===== src/hdl/msa_pkg.sv =====
package msa_pkg;
  localparam int unsigned NUM_REQ = 4;
  localparam int unsigned ADDR_W = 16;
  localparam int unsigned DATA_W = 16;
  localparam int unsigned FIFO_DEPTH = 8;
  localparam logic [3:0] GRANT_RESET = 4'h0;
  localparam logic STALL_RESET = 1'b0;
  localparam logic WRITE_N_RESET = 1'b1;

  typedef enum logic [1:0] {
    MSA_IDLE,
    MSA_STEAL
  } msa_state_t;
endpackage : msa_pkg


===== src/hdl/msa_arbiter.sv =====
`timescale 1ns/1ps
////////////////////////////////////////////////////////////////////////////////
// Operation
// - The steal enable goes only to the requester chosen by fixed priority among the active requests.
// - There are four requests, numbered one to four, with one highest and four lowest in priority.
// - An active request blocks every lower-priority request from being granted.
// - Any active request stalls the processor, and the stall lasts until no request is active.
// - The I/O control and the processor share one wired-OR address bus, so only one side drives it at a time.
// - While an I/O control holds steal enable the processor's address drive is switched off.
// - On a steal read the processor read-data bus is cut off and memory data goes to the steal read-data bus.
module msa_arbiter #(
  parameter int unsigned NUM_REQ = msa_pkg::NUM_REQ,
  parameter int unsigned ADDR_W = msa_pkg::ADDR_W,
  parameter int unsigned DATA_W = msa_pkg::DATA_W,
  parameter int unsigned FIFO_DEPTH = msa_pkg::FIFO_DEPTH
) (
  input wire logic clock,
  input wire logic nrst,
  input wire logic [NUM_REQ-1:0] steal_request,
  input wire logic [ADDR_W-1:0] cpu_address,
  input wire logic cpu_write_n,
  input wire logic [DATA_W-1:0] main_memory_data,
  input wire logic [ADDR_W-1:0] io_address,
  input wire logic io_write_n,
  input wire logic [DATA_W-1:0] external_input_bus,
  input wire logic io_read_ready,
  output logic [NUM_REQ-1:0] steal_enable,
  output logic processor_stall,
  output logic [ADDR_W-1:0] shared_memory_address,
  output logic cpu_address_drive_n,
  output logic dma_memory_write_n,
  output logic [DATA_W-1:0] memory_write_data,
  output logic [DATA_W-1:0] cpu_read_data,
  output logic steal_read_valid,
  output logic [DATA_W-1:0] memory_read_data_bus,
  output logic steal_read_overflow
);
  ////////////////////////////////////////////////////////////////////////////////
  // State.
  typedef struct packed {
    msa_pkg::msa_state_t state;
    logic [NUM_REQ-1:0] grant;
    logic stall;
    logic [ADDR_W-1:0] addr;
    logic addr_drive_n;
    logic write_n;
    logic [DATA_W-1:0] wdata;
    logic [DATA_W-1:0] cpu_rdata;
    logic overflow;
  } msa_arb_t;

  msa_arb_t s;
  msa_arb_t next_s;
  logic [NUM_REQ-1:0] req;
  logic [NUM_REQ-1:0] pick;
  logic read_cycle;
  logic fifo_in_ready;
  logic fifo_out_valid;
  logic [DATA_W-1:0] fifo_out_data;
  logic fifo_out_ready;
  logic read_taken;

  // Requests come from other cards on their own timing, so they are synchronised first.
  msa_sync #(.WIDTH(NUM_REQ)) u_req_sync (
    .clock(clock),
    .nrst(nrst),
    .din(steal_request),
    .dout(req)
  );

  ////////////////////////////////////////////////////////////////////////////////
  // Fixed priority: bit 0 is request one, the highest.
  always_comb begin
    pick = '0;
    for (int i = NUM_REQ - 1; i >= 0; i--) begin
      if (req[i]) begin
        pick = '0;
        pick[i] = 1'b1;
      end
    end
  end

  // A read cycle is one granted with the write strobe idle.
  assign read_cycle = (s.state == msa_pkg::MSA_STEAL) && io_write_n;

  always_comb begin
    next_s = s;
    next_s.stall = |req;
    case (s.state)
      msa_pkg::MSA_IDLE: begin
        next_s.grant = pick;
        if (|req) begin
          next_s.state = msa_pkg::MSA_STEAL;
        end
      end
      msa_pkg::MSA_STEAL: begin
        // A higher request preempts at the next clock; the grant follows the request each cycle.
        next_s.grant = pick;
        if (!(|req)) begin
          next_s.state = msa_pkg::MSA_IDLE;
        end
      end
      default: begin
        next_s.state = msa_pkg::MSA_IDLE;
        next_s.grant = '0;
      end
    endcase
    if (|next_s.grant) begin
      next_s.addr = io_address;
      next_s.addr_drive_n = 1'b1;
      next_s.write_n = io_write_n;
      next_s.wdata = external_input_bus;
    end else begin
      next_s.addr = cpu_address;
      next_s.addr_drive_n = 1'b0;
      next_s.write_n = 1'b1;
      next_s.wdata = '0;
    end
    // The processor read path is frozen during a read steal so it never sees stolen data.
    if (!read_cycle) begin
      next_s.cpu_rdata = main_memory_data;
    end
    // Losing a stolen word is reported rather than silently stalling memory.
    if (read_cycle && !fifo_in_ready) begin
      next_s.overflow = 1'b1;
    end
  end

  always_ff @(posedge clock) begin
    if (!nrst) begin
      s <= '0;
      s.state <= msa_pkg::MSA_IDLE;
      s.grant <= msa_pkg::GRANT_RESET;
      s.stall <= msa_pkg::STALL_RESET;
      s.write_n <= msa_pkg::WRITE_N_RESET;
    end else begin
      s <= next_s;
    end
  end

  ////////////////////////////////////////////////////////////////////////////////
  // Stolen read data waits here until the I/O control takes it.
  msa_fifo #(.WIDTH(DATA_W), .DEPTH(FIFO_DEPTH)) u_read_fifo (
    .clock(clock),
    .nrst(nrst),
    .in_valid(read_cycle),
    .in_ready(fifo_in_ready),
    .in_data(main_memory_data),
    .out_valid(fifo_out_valid),
    .out_ready(fifo_out_ready),
    .out_data(fifo_out_data)
  );

  typedef struct packed {
    logic valid;
    logic [DATA_W-1:0] data;
  } msa_out_t;

  msa_out_t o;
  msa_out_t next_o;

  // The output register is a pipeline stage with a valid bit of its own, and a word leaves it only at an edge
  // where the I/O control sees it valid and raises ready. Copying the buffer head blindly would hand out a
  // stale word, or the same word twice, whenever ready stays high.
  always_comb begin
    read_taken = o.valid && io_read_ready;
    fifo_out_ready = !o.valid || read_taken;
    next_o = o;
    if (fifo_out_ready) begin
      next_o.valid = fifo_out_valid;
      next_o.data = fifo_out_data;
    end
  end

  always_ff @(posedge clock) begin
    if (!nrst) begin
      o <= '0;
    end else begin
      o <= next_o;
    end
  end

  assign steal_enable = s.grant;
  assign processor_stall = s.stall;
  assign shared_memory_address = s.addr;
  assign cpu_address_drive_n = s.addr_drive_n;
  assign dma_memory_write_n = s.write_n;
  assign memory_write_data = s.wdata;
  assign cpu_read_data = s.cpu_rdata;
  assign steal_read_valid = o.valid;
  assign memory_read_data_bus = o.data;
  assign steal_read_overflow = s.overflow;

  ////////////////////////////////////////////////////////////////////////////////
  // Checks.
  a_grant_onehot: assert property (@(posedge clock) disable iff (!nrst) $onehot0(steal_enable))
    else $error("more than one steal enable");
  a_grant_top: assert property (@(posedge clock) disable iff (!nrst) req[0] |=> steal_enable[0])
    else $error("request one not granted");
  a_grant_block: assert property (@(posedge clock) disable iff (!nrst)
    (|req[1:0]) |=> !steal_enable[3])
    else $error("lowest request granted over higher");
  a_grant_pick: assert property (@(posedge clock) disable iff (!nrst) 1'b1 |=> steal_enable == $past(pick))
    else $error("grant differs from priority pick");
  a_stall_hold: assert property (@(posedge clock) disable iff (!nrst)
    (|req) |=> processor_stall ##0 (steal_enable != '0 || !$past(|req)))
    else $error("stall missing during request");
  a_stall_end: assert property (@(posedge clock) disable iff (!nrst) !(|req) |=> !processor_stall)
    else $error("stall outlasts requests");
  a_grant_drop: assert property (@(posedge clock) disable iff (!nrst)
    (steal_enable[1] && !req[1]) |=> !steal_enable[1])
    else $error("grant held after request ended");
  a_addr_off: assert property (@(posedge clock) disable iff (!nrst)
    (|steal_enable) |-> cpu_address_drive_n)
    else $error("processor drives address during steal");
  a_addr_owner: assert property (@(posedge clock) disable iff (!nrst)
    !(|steal_enable) |-> (!cpu_address_drive_n && dma_memory_write_n))
    else $error("address bus owner mismatch");
  a_read_freeze: assert property (@(posedge clock) disable iff (!nrst)
    read_cycle |=> $stable(cpu_read_data))
    else $error("processor read data changed during steal read");

  ////////////////////////////////////////////////////////////////////////////////
  // Every grant check looks one register stage behind the synchronised requests.
  a_grant_second: assert property (@(posedge clock) disable iff (!nrst)
    (req[1] && !req[0]) |=> steal_enable[1])
    else $error("request two not granted while top");
  a_grant_third: assert property (@(posedge clock) disable iff (!nrst)
    (req[2] && !(|req[1:0])) |=> steal_enable[2])
    else $error("request three not granted while top");
  a_grant_fourth: assert property (@(posedge clock) disable iff (!nrst)
    (req[3] && !(|req[2:0])) |=> steal_enable[3])
    else $error("request four not granted while alone");
  a_block_second: assert property (@(posedge clock) disable iff (!nrst)
    req[0] |=> !steal_enable[1])
    else $error("request two granted over request one");
  a_block_third: assert property (@(posedge clock) disable iff (!nrst)
    (|req[1:0]) |=> !steal_enable[2])
    else $error("request three granted over a higher one");
  a_block_fourth: assert property (@(posedge clock) disable iff (!nrst)
    (|req[2:0]) |=> !steal_enable[3])
    else $error("request four granted over a higher one");
  a_grant_requested: assert property (@(posedge clock) disable iff (!nrst)
    1'b1 |=> ((steal_enable & ~$past(req)) == '0))
    else $error("steal enable given to an idle requester");
  a_grant_any: assert property (@(posedge clock) disable iff (!nrst)
    (|req) |=> (|steal_enable))
    else $error("no grant while a request is active");
  a_grant_none: assert property (@(posedge clock) disable iff (!nrst)
    !(|req) |=> !(|steal_enable))
    else $error("grant stands with no request");
  a_stall_match: assert property (@(posedge clock) disable iff (!nrst)
    processor_stall == (|steal_enable))
    else $error("stall and grant disagree");
  a_stall_rise: assert property (@(posedge clock) disable iff (!nrst)
    $rose(|req) |=> $rose(processor_stall))
    else $error("stall late after first request");
  a_stall_fall: assert property (@(posedge clock) disable iff (!nrst)
    $fell(|req) |=> $fell(processor_stall))
    else $error("stall late after last request");
  a_drive_match: assert property (@(posedge clock) disable iff (!nrst)
    cpu_address_drive_n == (|steal_enable))
    else $error("processor address drive does not follow grant");
  a_addr_cpu: assert property (@(posedge clock) disable iff (!nrst)
    ($past(nrst) && !(|steal_enable)) |-> (shared_memory_address == $past(cpu_address)))
    else $error("address bus not from processor while idle");
  a_addr_steal: assert property (@(posedge clock) disable iff (!nrst)
    (|steal_enable) |-> (shared_memory_address == $past(io_address)))
    else $error("address bus not from I/O control during steal");
  a_wdata_idle: assert property (@(posedge clock) disable iff (!nrst)
    !(|steal_enable) |-> (memory_write_data == '0))
    else $error("write data driven while idle");
  a_wdata_steal: assert property (@(posedge clock) disable iff (!nrst)
    (|steal_enable) |-> (memory_write_data == $past(external_input_bus)))
    else $error("write data not from I/O control during steal");
  a_write_steal: assert property (@(posedge clock) disable iff (!nrst)
    (|steal_enable) |-> (dma_memory_write_n == $past(io_write_n)))
    else $error("write strobe not from I/O control during steal");
  a_cpu_follow: assert property (@(posedge clock) disable iff (!nrst)
    !read_cycle |=> (cpu_read_data == $past(main_memory_data)))
    else $error("processor read data frozen outside a steal read");
  a_ovf_sticky: assert property (@(posedge clock) disable iff (!nrst)
    steal_read_overflow |=> steal_read_overflow)
    else $error("overflow flag cleared without reset");
  a_ovf_set: assert property (@(posedge clock) disable iff (!nrst)
    (read_cycle && !fifo_in_ready) |=> steal_read_overflow)
    else $error("lost read word not flagged");
  a_out_hold: assert property (@(posedge clock) disable iff (!nrst)
    (steal_read_valid && !io_read_ready) |=> (steal_read_valid && $stable(memory_read_data_bus)))
    else $error("steal read word changed before it was taken");
  a_out_fill: assert property (@(posedge clock) disable iff (!nrst)
    (fifo_out_valid && !steal_read_valid) |=> steal_read_valid)
    else $error("buffered word not offered");
  a_out_drain: assert property (@(posedge clock) disable iff (!nrst)
    (steal_read_valid && io_read_ready && !fifo_out_valid) |=> !steal_read_valid)
    else $error("steal read valid held after last word");
endmodule : msa_arbiter


===== src/hdl/msa_sync.sv =====
`timescale 1ns/1ps
module msa_sync #(
  parameter int unsigned WIDTH = 1
) (
  input wire logic clock,
  input wire logic nrst,
  input wire logic [WIDTH-1:0] din,
  output logic [WIDTH-1:0] dout
);
  typedef struct packed {
    logic [WIDTH-1:0] meta;
    logic [WIDTH-1:0] stable;
  } msa_sync_t;

  msa_sync_t s;
  msa_sync_t next_s;

  // The first stage feeds only the second one, so a metastable sample never reaches logic.
  always_comb begin
    next_s.meta = din;
    next_s.stable = s.meta;
  end

  always_ff @(posedge clock) begin
    if (!nrst) begin
      s <= '0;
    end else begin
      s <= next_s;
    end
  end

  assign dout = s.stable;
endmodule : msa_sync


===== src/hdl/msa_fifo.sv =====
`timescale 1ns/1ps
module msa_fifo #(
  parameter int unsigned WIDTH = 16,
  parameter int unsigned DEPTH = 8
) (
  input wire logic clock,
  input wire logic nrst,
  input wire logic in_valid,
  output logic in_ready,
  input wire logic [WIDTH-1:0] in_data,
  output logic out_valid,
  input wire logic out_ready,
  output logic [WIDTH-1:0] out_data
);
  localparam int unsigned AW = (DEPTH > 1) ? $clog2(DEPTH) : 1;

  typedef struct packed {
    logic [DEPTH-1:0][WIDTH-1:0] mem;
    logic [AW-1:0] wr;
    logic [AW-1:0] rd;
    logic [AW:0] count;
  } msa_fifo_t;

  msa_fifo_t s;
  msa_fifo_t next_s;
  logic push;
  logic pop;

  always_comb begin
    push = in_valid && (s.count != (AW+1)'(DEPTH));
    pop = out_ready && (s.count != '0);
    next_s = s;
    if (push) begin
      next_s.mem[s.wr] = in_data;
      next_s.wr = (s.wr == AW'(DEPTH - 1)) ? '0 : s.wr + AW'(1);
    end
    if (pop) begin
      next_s.rd = (s.rd == AW'(DEPTH - 1)) ? '0 : s.rd + AW'(1);
    end
    next_s.count = s.count + (AW+1)'(push) - (AW+1)'(pop);
  end

  always_ff @(posedge clock) begin
    if (!nrst) begin
      s <= '0;
    end else begin
      s <= next_s;
    end
  end

  assign in_ready = (s.count != (AW+1)'(DEPTH));
  assign out_valid = (s.count != '0);
  assign out_data = s.mem[s.rd];
endmodule : msa_fifo


===== config.mk =====
export PLATFORM = sky130hd
export DESIGN_NAME = msa_arbiter
export DESIGN_NICKNAME = d
export VERILOG_FILES = /design/src/hdl/msa_pkg.sv /design/src/hdl/msa_arbiter.sv /design/src/hdl/msa_sync.sv /design/src/hdl/msa_fifo.sv
export SDC_FILE = /design/constraint.sdc
export NUM_CORES = 1
export LEC_CHECK = 0
export BUFFER_PORTS_ARGS = -buffer_cell sky130_fd_sc_hd__buf_2
export CAP_MARGIN = 20
export CELL_PAD_IN_SITES_DETAIL_PLACEMENT = 0
export CELL_PAD_IN_SITES_GLOBAL_PLACEMENT = 1
export CORE_MARGIN = 2
export CORE_UTILIZATION = 48
export CTS_BUF_LIST = sky130_fd_sc_hd__clkbuf_4
export DETAILED_ROUTE_END_ITERATION = 12
export MAX_ROUTING_LAYER = met4
export PLACE_DENSITY = 0.93
export SYNTH_ARGS = -nofsm -noshare
export SYNTH_HDL_FRONTEND = slang
export SYNTH_SLANG_ARGS = --single-unit

===== constraint.sdc =====
create_clock -name clock -period 4.59 [get_ports clock]
set_clock_uncertainty 0.1 [all_clocks]
set_input_delay 0 -clock clock [delete_from_list [all_inputs] [get_ports clock]]
set_output_delay 0 -clock clock [all_outputs]
set_load 0.02 [all_outputs]

Word level (Yosys, flattened, before mapping)
Cells that the tools add are included.
- order comparisons: 3
- equal/unequal tests: 6
- muxes and demuxes: 15
- add/subtract/negate cells: 4
- reductions and logical operators: 15
- operators by type and width (kind ; number):
    $bwmux 128 ; 1
    $bmux 16 s3 ; 1
    $demux 16 s3 ; 1
    $mux 34 ; 1
    $mux 16 ; 2
    $mux 4 ; 4
    $pmux 6 s2 ; 1
    $lt 3x4->1 const B ; 2
    $reduce_or 4->1 ; 2
    $add 3x1->3 const B ; 2
    $eq 3x3->1 const B ; 2
    $logic_and 1x1->1 ; 6
    $mux 3 ; 2
    $add 4x1->4 ; 1
    $mux 2 ; 2
    $ne 2x2->1 const B ; 2
    $ne 4x4->1 const B ; 1
    $reduce_and 2->1 ; 2
    $reduce_bool 4->1 ; 1
    $sub 4x1->4 ; 1
    $ge 3x1->1 const B ; 1
    $eq 2x1->1 const B ; 1
    $logic_not 1->1 ; 2
    $logic_not 2->1 ; 1
    $logic_or 1x1->1 ; 1
- output and inout port bits: 73
- register bits: 221

Longest topological paths before layout
Gate-level depths: netlist (run 1).
- depth after elaboration: 7
- mapped depth: 10
- depth with buffers taken out: 10

Hierarchy
A second synthesis (run 1) with hierarchy kept.
- cells, all modules: 905
- area total of the unflattened synthesis: 9342.7 um^2
- modules (own cells, without submodules) (module ; area an instance (um^2) ; times used ; cells each):
    msa_fifo ; 6228.5 ; 1 ; 564
    msa_arbiter ; 2904.0 ; 1 ; 325
    msa_sync ; 210.2 ; 1 ; 16

Worst setup path before layout (run 1)
OpenSTA, ideal clock, no wires.
- path kind: reg2reg
- from: reg o, in the netlist steal_read_valid
- to: reg u_read_fifo.s[2] (netlist bit)
- stages on the path, launching flop included: 10
- data arrival time: 1944 ps
- path slack: 2419 ps
- library setup time: 128 ps
- cell sequence: dfxtp_1 nand2b_1 a21boi_1 ha_1 inv_1 ha_1 inv_1 fa_1 xor2_1 nor2_1
- cells in the longest elaborated chain, start to end: 4
- ends and longest elaborated chain (what ; RTL line ; RTL):
    from (decl) ; msa_arbiter.sv:159 ; msa_out_t o;
    from (signal assigned) ; msa_arbiter.sv:179 ; o <= next_o;
    $logic_not 1->1 / $logic_and 1x1->1 (equally long branches) ; msa_arbiter.sv:167, msa_arbiter.sv:166 ;
    $logic_or 1x1->1 (*) ; msa_arbiter.sv:167 ; fifo_out_ready = !o.valid || read_taken;
    $logic_and 1x1->1 (*) ; msa_fifo.sv:31 ; pop = out_ready && (s.count != '0);
    via u_read_fifo.pop ; msa_fifo.sv:27 ; logic pop;
    $sub 4x1->4 (*) ; msa_fifo.sv:40 ; next_s.count = s.count + (AW+1)'(push) - (AW+1)'(pop);
    to (signal assigned) ; msa_fifo.sv:47 ; s <= next_s;
    to (decl) ; msa_fifo.sv:24 ; msa_fifo_t s;
Mark *: on every way through the listed nets, which the timed path passes. The rest lies on a longest branch.
A chain may end at the register's enable or synchronous reset.

Final worst setup path (run 1)
Ends and elaborated chain as after synthesis.

==> qor.txt, run 1 <==
Final Hold Viols - 0
Mapped Area - 0.00919 sq mm
Critical Path AT - 2.99 ns
All-Layer GR Usage - 21.9%
Die Ht - 142 microns
Placeable Area - 0.0188 sq mm
Initial antenna violation count - 0
Die Area - 0.0203 sq mm
Post-CTS sizing - 0
Maximum clock frequency - 386 MHz
HPWL after DPL - 12000 microns
Share of post-route cells with drive strength above 1 - 20.9%
Reg-to-Reg End - u_read_fifo.s[2]
Drt drc - 0
Library cells used by synthesis - 36
I/O pin count - 146
Critical Path Max Stage Delay - 0.50 ns
Pin count of the biggest net entering global routing - 77
Grt ovf - 0
Worst slew pin tran - 0.989 ns
Multi-input logic area - 0.00408 sq mm
Die width - 142 microns
Outcome - completed
Syn nets - 1050
Critical path type - register to register
Yosys warning total - 0
Max Cap Viol - 0
FF+latch area - 0.00441 sq mm
Setup TNS - 0 ns
Clock Latency Late Sink - 0.64 ns
Detailed Route Iter0 Violations - 389
Leak - 0.00454 uW
Nets - 1251
Final setup violating endpoints - 0
H-tree depth - 2
Commonest non-fill, non-tap cell in the layout - dfxtp_1
Worst slew margin - 34.1%
Fin crit share - 56.4%
CTS tree - done
Synth Area per Inst - 9.51 sq um
Area delta synth->final - 22.8%
I/O Buffers - 144
WHS Path Cells - 4
Starting Density - 49.0%
Cells after synthesis - 966
Power Density - 404 mW/mm^2
M3 GR Usage - 4.31%
Sequential share of the synthesized area - 47.9%
Worst-path fanout max - 34
Antenna viol nets, final - 0
Filler instances - 1549
Max VDD drop - 0.231 mV
WP data required - 4.99 ns
CTS buffer count - 55
First-pass GRT wire length - 34900 microns
Max-slew violation count - 0
CP endpoint kind - register
Crit path cell chain - nand2b_1 > buf_4 > a21boi_1 > ha_1 > inv_1 > ha_1 > inv_1 > fa_1 > xor2_1 > nor2_1
Design area - 0.0113 sq mm
Diode count - 0
Reg2reg setup slack - 2.00 ns
Most frequent cells in the layout - dfxtp_1, nand2_1, mux2i_1
Routability cong. - 0.760
DR pass1 iterations - 5
Area after DPL - 0.00964 sq mm
Crit-path slowest cell - a21boi_1
Reg clk slew, reported paths - 0.07 ns
Hold_sp - io_address[3]
Vias/cell - 5.03
#FFs+latches synth - 220
Routed WL - 22000 microns
Worst Hold End - shared_memory_address[3]
Met1 usage - 26.3%
Most Crowded Layer GR - met2
Startpoint types - register
Number of global-route vias before repair - 7193
Clock Tree Buf Depth - 3
Hold Crit Class - input port to register
RSZ-0062 raised after global routing - no
DR vias - 7228
Drt wl/cell - 15.3 microns
Post-layout min period - 2.59 ns
FP Rows - 50
Root buf cell - clkbuf_4
Reg2reg path depth - 10
Clock sinks - 220
R2R Path Start - steal_read_valid
Met2 global-route usage - 36.1%
## where the power goes
group          leakage [uW]  switching (uW)  total (uW)  internal [uW]
registers           0.00179             129        2130           2000
clock network      0.000396             743        1560            814
logic               0.00235             483         866            383
## sequential cells by signal (all words and copies together), names as in the netlist
signal / cells
cpu_address_drive_n: 1
memory_read_data_bus: 16
u_req_sync.dout: 4
memory_write_data: 16
steal_read_overflow: 1
s: 1
cpu_read_data: 16
shared_memory_address: 16
steal_read_valid: 1
processor_stall: 1
u_read_fifo.s: 138
u_req_sync.next_s: 4
steal_enable: 4
dma_memory_write_n: 1
## per-stage QoR
step / util, % / instances / worst slack [ns] / power [uW] / hold WS (ns)
finish: 60.1 / 1436 / 2.00 / 4550 / 0.0605
global route: 60.1 / 1436 / 1.85 / 4780 / 0.0268
floorplan: - / 966 / 2.42 / 2770 / 0.00381
detailed placement: 51.3 / 1245 / 2.01 / 2970 / 0.102
CTS: 60.1 / 1436 / 1.99 / 4590 / 0.00340
global placement: 51.3 / 1245 / 2.04 / 2950 / 0.105
## worst max-delay path by stage
stage                      from                to  cells after the start
2_1_floorplan  steal_read_valid  u_read_fifo.s[2]                      9
3_3_place_gp   steal_read_valid  u_read_fifo.s[2]                     10
3_5_place_dp   steal_read_valid  u_read_fifo.s[2]                     10
4_1_cts        steal_read_valid  u_read_fifo.s[2]                     10
5_1_grt        steal_read_valid  u_read_fifo.s[3]                     10
6_report       steal_read_valid  u_read_fifo.s[2]                     10
## cell usage after synthesis, drive strengths merged
library cell	n	share of area, %
a21oi	37	2.0
nor4	2	0.30
nand2	218	9.1
a21boi	1	0.082
clkbuf	38	1.6
xnor2	1	0.095
or3b	1	0.12
o21ai	32	1.7
a31oi	2	0.14
nor2	49	2.2
buf	72	5.8
inv	9	0.37
nor3	20	1.6
ha	10	1.4
o22ai	16	1.1
nand3b	2	0.16
and4b	1	0.11
nand3	1	0.19
and2	27	1.8
a21o	1	0.082
or3	2	0.14
xor2	1	0.095
mux2i	194	21
nand2b	6	0.41
or2	1	0.068
and3	1	0.068
fa	1	0.22
dfxtp	220	48
## final cells by class
type                            instances  share of cell area (%)
Clock buffer                           83                    5.52
Clock inverter                          9                   0.299
Inverter                                9                   0.299
Sequential cell                       220                    39.1
Timing Repair Buffer                  254                    16.0
Tap cell                              234                    2.59
Multi-Input combinational cell        627                    36.2
## per-layer routing
layer	share of wire, %	vias to the layer above
li1	-	3603
met1	44	3354
met2	47	223
met3	5.1	48
met4	3.0	0
met5	0	-
## worst max-delay path, delay by kind of cell (launching register included)
family,cells,cell delay (ns)
AO/OA/AOI/OAI,1,0.50
buffers and inverters,3,0.45
flip-flops,1,0.31
AND/OR/NAND/NOR,2,0.12
adder cells (fa/ha/maj),3,0.83
XOR/XNOR,1,0.14
## kinds of logic after synthesis
logic type               count (synthesis)  share of synthesized area [%]
adder cells (fa/ha/maj)                 11                           1.58
XOR/XNOR                                 2                          0.191
buffers and inverters                  119                           7.72
AND/OR/NAND/NOR                        331                           16.3
AO/OA/AOI/OAI                           89                           5.15
multiplexers                           194                           21.1
flip-flops                             220                           47.9
## repair_timing
action                                 CTS  global route
buffers inserted                         0             0
endpoints found under the hold margin  205             0
hold buffers                            99             0
Note: power is estimated with default switching activity, not from simulation.
==> inputs of run 2 (changes only) <==
CORE_UTILIZATION = 41   (was 48)
PLACE_DENSITY = 0.85   (was 0.93)
clock period = 2.3 ns   (was 4.59 ns; I/O delays follow)
==> run 2 against run 1 <==
Net effect: clock-buffer cell count increased by 1; utilization decreased by 4.8 points; fmax increased by 19%; register-to-register slack got worse by 1.9 ns; sequential share of layout area decreased by 2.6 points; power increased by 110%; largest power group unchanged; via count increased by 3.2%; worst setup slack got worse by 1.9 ns; sequential power increased by 95%; combinational power increased by 140%; final cell count increased by 7.9%; die area increased by 17%.
==> qor.txt, run 2 (synthesis results as in run 1) <==
Outcome - completed (unchanged)
Startpoint types - register (unchanged)
Nets - 1321 (was 1251)
Post-CTS sizing - 0 (unchanged)
I/O pin count - 146 (unchanged)
Max FFs per register - 138 (unchanged)
Worst-path fanout max - 16 (was 34)
Starting Density - 42.0% (was 49.0%)
All-Layer GR Usage - 20.7% (was 21.9%)
Critical path type - register to register (unchanged)
FF+latch area - 0.00441 sq mm (unchanged)
DR pass1 iterations - 4 (was 5)
Routed WL - 23800 microns (was 22000 microns)
Worst slack, placed - 0.101 ns (was 2.01 ns)
Grt ovf - 0 (unchanged)
Pin count of the biggest net entering global routing - 77 (unchanged)
Placeable Area - 0.0219 sq mm (was 0.0188 sq mm)
Hold Crit Class - input port to register (unchanged)
CP endpoint kind - register (unchanged)
Clock Latency Late Sink - 0.65 ns (was 0.64 ns)
Area delta synth->final - 31.7% (was 22.8%)
CTS tree - done (unchanged)
Vias/cell - 4.81 (was 5.03)
Drt wl/cell - 15.4 microns (was 15.3 microns)
Most frequent cells in the layout - dfxtp_1, nand2_1, mux2i_1 (unchanged)
DR vias - 7456 (was 7228)
FP Rows - 54 (was 50)
Worst slew pin tran - 0.842 ns (was 0.989 ns)
Max VDD drop - 0.498 mV (was 0.231 mV)
Antenna viol nets, final - 0 (unchanged)
Commonest non-fill, non-tap cell in the layout - dfxtp_1 (unchanged)
Drt drc - 0 (unchanged)
Final Worst Setup Slack - 0.120 ns (was 2.00 ns)
Detailed Route Iter0 Violations - 411 (was 389)
Reg2reg setup slack - 0.12 ns (was 2.00 ns)
Number of global-route vias before repair - 7712 (was 7193)
Leak - 0.00492 uW (was 0.00454 uW)
Post-layout min period - 2.18 ns (was 2.59 ns)
Worst slew margin - 43.6% (was 34.1%)
Final setup violating endpoints - 0 (unchanged)
Power Density - 779 mW/mm^2 (was 404 mW/mm^2)
Max-slew violation count - 0 (unchanged)
Clock Tree Buf Depth - 3 (unchanged)
Fin crit share - 94.8% (was 56.4%)
Critical Path AT - 2.61 ns (was 2.99 ns)
Clock sinks - 220 (unchanged)
Multi-input logic area - 0.00408 sq mm (unchanged)
Initial antenna violation count - 1 (was 0)
Die Ht - 154 microns (was 142 microns)
Reg clk slew, reported paths - 0.06 ns (was 0.07 ns)
H-tree depth - 2 (unchanged)
Max Cap Viol - 0 (unchanged)
R2R Path Start - u_read_fifo.s[2] (was steal_read_valid)
RSZ-0062 raised after global routing - no (unchanged)
Top reg by flops - u_read_fifo.s (unchanged)
CTS buffer count - 56 (was 55)
Die Area - 0.0236 sq mm (was 0.0203 sq mm)
WP data required - 2.73 ns (was 4.99 ns)
First-pass GRT wire length - 39100 microns (was 34900 microns)
I/O Buffers - 144 (unchanged)
Final Hold Viols - 0 (unchanged)
Share of post-route cells with drive strength above 1 - 21.4% (was 20.9%)
Setup TNS - 0 ns (unchanged)
Routability cong. - 0.746 (was 0.760)
Maximum clock frequency - 459 MHz (was 386 MHz)
Die width - 154 microns (was 142 microns)
Filler instances - 1917 (was 1549)
Hold_sp - cpu_address[6] (was io_address[3])
CP startpoint - u_read_fifo.s[2] (was steal_read_valid)
Root buf cell - clkbuf_4 (unchanged)
HPWL after DPL - 12800 microns (was 12000 microns)
-- run 2: area by class of cell --
| type | instances | area share [%] |
|---|---|---|
| timing repair buffer | 323 | 21.1 |
| clock buffer | 84 | 5.21 |
| inverter | 9 | 0.279 |
| sequential | 220 | 36.4 |
| clock inverter | 5 | 0.383 |
| antenna | 1 | 0.0207 |
| multi-input combinational | 627 | 33.7 |
| tap | 280 | 2.89 |
-- run 2: metal layers --
layer / track usage [%] / wire length (microns) / share of wire [%] / up-vias
met5: - / 0 / 0 / -
met2: 35.1 / 11500 / 49 / 180
met1: 25.3 / 10600 / 45 / 3496
met4: 5.94 / 478 / 2.0 / 0
li1: - / - / - / 3740
met3: 3.69 / 1160 / 4.9 / 40
-- run 2: worst paths after layout --
path,endpoint,depth (start not counted)
hold reg to reg,u_req_sync.dout[1],1
setup / recovery,u_read_fifo.s[73],6
hold / removal,shared_memory_address[6],4
setup reg to reg,u_read_fifo.s[73],6
-- run 2: where the power goes --
part	total [uW]	switching (uW)	internal, uW	leakage, uW
logic	2050	1130	926	0.00272
registers	4160	158	4000	0.00179
clock network	3220	1480	1750	0.000412
-- run 2: timing repair --
item | in CTS | in global routing
hold endpoints to repair | 217 | 0
buffers inserted | 0 | 1
setup endpoints to repair | 0 | 3
hold buffers | 152 | 0
-- run 2: worst max-delay path, cell delays in order, from the launching register on --
cell and delay (ns):
dfxtp_1 0.31, inv_1 0.07, ha_1 0.21, or3b_4 0.29, nand3_4 0.15, nor2_4 0.63
mux2i_1 0.28
-- run 2: metrics by stage --
stage,instances,utilization [%],total power [uW],area (sq um),hold WS (ns)
final,1549,55.3,9430,12100,0.0619
after detailed placement,1306,45.2,6060,9890,0.104
after CTS,1547,55.2,9540,12100,0.000473
after floorplan,966,-,5530,9190,0.00381
after global routing,1549,55.3,9970,12100,0.0467
after global placement,1306,45.2,6040,9890,0.104
==> inputs of run 3 (changes only) <==
BUFFER_PORTS_ARGS = -buffer_cell sky130_fd_sc_hd__buf_4   (was -buffer_cell sky130_fd_sc_hd__buf_2)
==> run 3 against run 2 <==
Net effect: sequential cell count stayed put; worst setup slack better by 0.059 ns; via count is 1.3% higher; fmax is 2.8% higher; first-iteration DRC count is 8.3% lower; die area stayed put; power is 0.63% higher; clock power hardly changed; sequential share of layout area is 0.98 points lower; worst hold slack worse by 0.026 ns.
==> qor.txt, run 3 (synthesis results as in run 1) <==
Worst Hold End - memory_write_data[6] (was shared_memory_address[6])
Most frequent cells in the layout - dfxtp_1, nand2_1, mux2i_1 (unchanged)
Area delta synth->final - 35.3% (was 31.7%)
Worst slack, placed - 0.107 ns (was 0.101 ns)
Max VDD drop - 0.383 mV (was 0.498 mV)
Reg2reg path depth - 6 (unchanged)
DR pass1 iterations - 5 (was 4)
Final setup violating endpoints - 0 (unchanged)
Max Cap Viol - 0 (unchanged)
CTS tree - done (unchanged)
Drt drc - 0 (unchanged)
Startpoint types - register (unchanged)
Initial antenna violation count - 0 (was 1)
Nets - 1319 (was 1321)
Share of post-route cells with drive strength above 1 - 21.0% (was 21.4%)
Critical path type - register to register (unchanged)
CP endpoint kind - register (unchanged)
R2R Path Start - u_read_fifo.s[2] (unchanged)
Outcome - completed (unchanged)
H-tree depth - 2 (unchanged)
Worst slew pin tran - 0.821 ns (was 0.842 ns)
Worst-path fanout max - 16 (unchanged)
Reg2reg setup slack - 0.18 ns (was 0.12 ns)
Vias/cell - 4.88 (was 4.81)
RSZ-0062 raised after global routing - no (unchanged)
Fin crit share - 92.2% (was 94.8%)
WHS Path Cells - 3 (was 4)
Hold Crit Class - input port to register (unchanged)
Detailed Route Iter0 Violations - 377 (was 411)
Reg-to-Reg End - u_read_fifo.s[68] (was u_read_fifo.s[73])
Clock Tree Buf Depth - 3 (unchanged)
Filler instances - 1873 (was 1917)
First-pass GRT wire length - 38700 microns (was 39100 microns)
Clock Latency Late Sink - 0.67 ns (was 0.65 ns)
Grt ovf - 0 (unchanged)
CTS buffer count - 58 (was 56)
Reg clk slew, reported paths - 0.06 ns (about the same)
Diode count - 0 (was 1)
Die Ht - 154 microns (unchanged)
Power Density - 763 mW/mm^2 (was 779 mW/mm^2)
Placeable Area - 0.0219 sq mm (unchanged)
Antenna viol nets, final - 0 (unchanged)
Final Worst Setup Slack - 0.180 ns (was 0.120 ns)
Max-slew violation count - 0 (unchanged)
I/O pin count - 146 (unchanged)
Leak - 0.00498 uW (was 0.00492 uW)
Critical Path Max Stage Delay - 0.64 ns (was 0.63 ns)
HPWL after DPL - 12800 microns (about the same)
Max FFs per register - 138 (unchanged)
FP Rows - 54 (unchanged)
Final Hold Viols - 0 (unchanged)
Multi-input logic area - 0.00409 sq mm (was 0.00408 sq mm)
DR vias - 7555 (was 7456)
Hold_sp - external_input_bus[6] (was cpu_address[6])
Routability cong. - 0.760 (was 0.746)
Die width - 154 microns (unchanged)
Setup TNS - 0 ns (unchanged)
FF+latch area - 0.00441 sq mm (unchanged)
All-Layer GR Usage - 20.6% (was 20.7%)
WP data required - 2.77 ns (was 2.73 ns)
I/O Buffers - 144 (unchanged)
Critical Path AT - 2.59 ns (was 2.61 ns)
Root buf cell - clkbuf_4 (unchanged)
Die Area - 0.0236 sq mm (unchanged)
Maximum clock frequency - 472 MHz (was 459 MHz)
Drt wl/cell - 15.5 microns (was 15.4 microns)
Worst slew margin - 45.0% (was 43.6%)
Routed WL - 24000 microns (was 23800 microns)
Post-layout min period - 2.12 ns (was 2.18 ns)
Clock sinks - 220 (unchanged)
Number of global-route vias before repair - 7740 (was 7712)
Commonest non-fill, non-tap cell in the layout - dfxtp_1 (unchanged)
Crit path cell chain - inv_1 > ha_1 > or3b_4 > nand3_4 > nor2_4 > mux2i_1 (unchanged)
Crit-path slowest cell - nor2_4 (unchanged)
Top reg by flops - u_read_fifo.s (unchanged)
Pin count of the biggest net entering global routing - 95 (was 77)
Starting Density - 42.0% (unchanged)
-- run 3: report_power, final --
| part | leakage (uW) | switching [uW] | internal, uW | total [uW] |
|---|---|---|---|---|
| combinational | 0.00278 | 1190 | 1000 | 2190 |
| clock | 0.000407 | 1550 | 1640 | 3190 |
| sequential | 0.00179 | 111 | 4000 | 4110 |
-- run 3: metal layers --
layer / global-route usage (%) / routed length (microns)
met5: - / 0
met4: 6.64 / 523
met3: 3.64 / 1060
met2: 35.2 / 11900
met1: 24.8 / 10600
-- run 3: how the worst max path moves through the flow --
| stage | depth (start not counted) | to | startpoint | slack, ns |
|---|---|---|---|---|
| final | 6 | u_read_fifo.s[68] | u_read_fifo.s[2] | 0.18 |
| after CTS | 10 | u_read_fifo.s[3] | u_read_fifo.s[2] | 0.09 |
| after global placement | 10 | u_read_fifo.s[3] | u_read_fifo.s[2] | 0.13 |
| after detailed placement | 10 | u_read_fifo.s[3] | u_read_fifo.s[2] | 0.11 |
| after floorplan | 9 | u_read_fifo.s[2] | steal_read_valid | 0.13 |
| after global routing | 10 | u_read_fifo.s[2] | u_read_fifo.s[2] | 0.02 |
-- run 3: area by class of cell --
type / count / share of cell area (%)
flip-flops and latches: 220 / 35.4
repair buffers: 319 / 23.2
well taps: 280 / 2.82
multi-input cells: 627 / 32.9
clock inverters: 10 / 0.322
inverters: 9 / 0.272
clock buffers: 84 / 5.07
-- run 3: what timing repair did --
| item | CTS | global route |
|---|---|---|
| hold buffers | 152 | 0 |
| endpoints found under the setup margin | 0 | 2 |
| hold endpoints to repair | 220 | 0 |
| resized for setup | 0 | 1 |
| buffers inserted | 0 | 1 |
-- run 3: critical path: cells and delay by family, from the launching register on --
kind / cells / cell delay [ns]
and+or+nand+nor: 3 / 1.07
DFF: 1 / 0.30
muxes: 1 / 0.26
adders and majority gates: 1 / 0.21
buffers and inverters: 1 / 0.06
-- run 3: metrics by stage --
stage / utilization [%] / hold WS [ns] / cell area [sq um] / instances / total power, uW
floorplan: - / 0.00381 / 9190 / 966 / 5530
global placement: 46.7 / 0.104 / 10200 / 1302 / 6100
detailed placement: 46.7 / 0.105 / 10200 / 1302 / 6130
CTS: 56.8 / 0.00258 / 12400 / 1548 / 9540
global route: 56.8 / 0.00186 / 12400 / 1549 / 10000
finish: 56.8 / 0.0364 / 12400 / 1549 / 9490
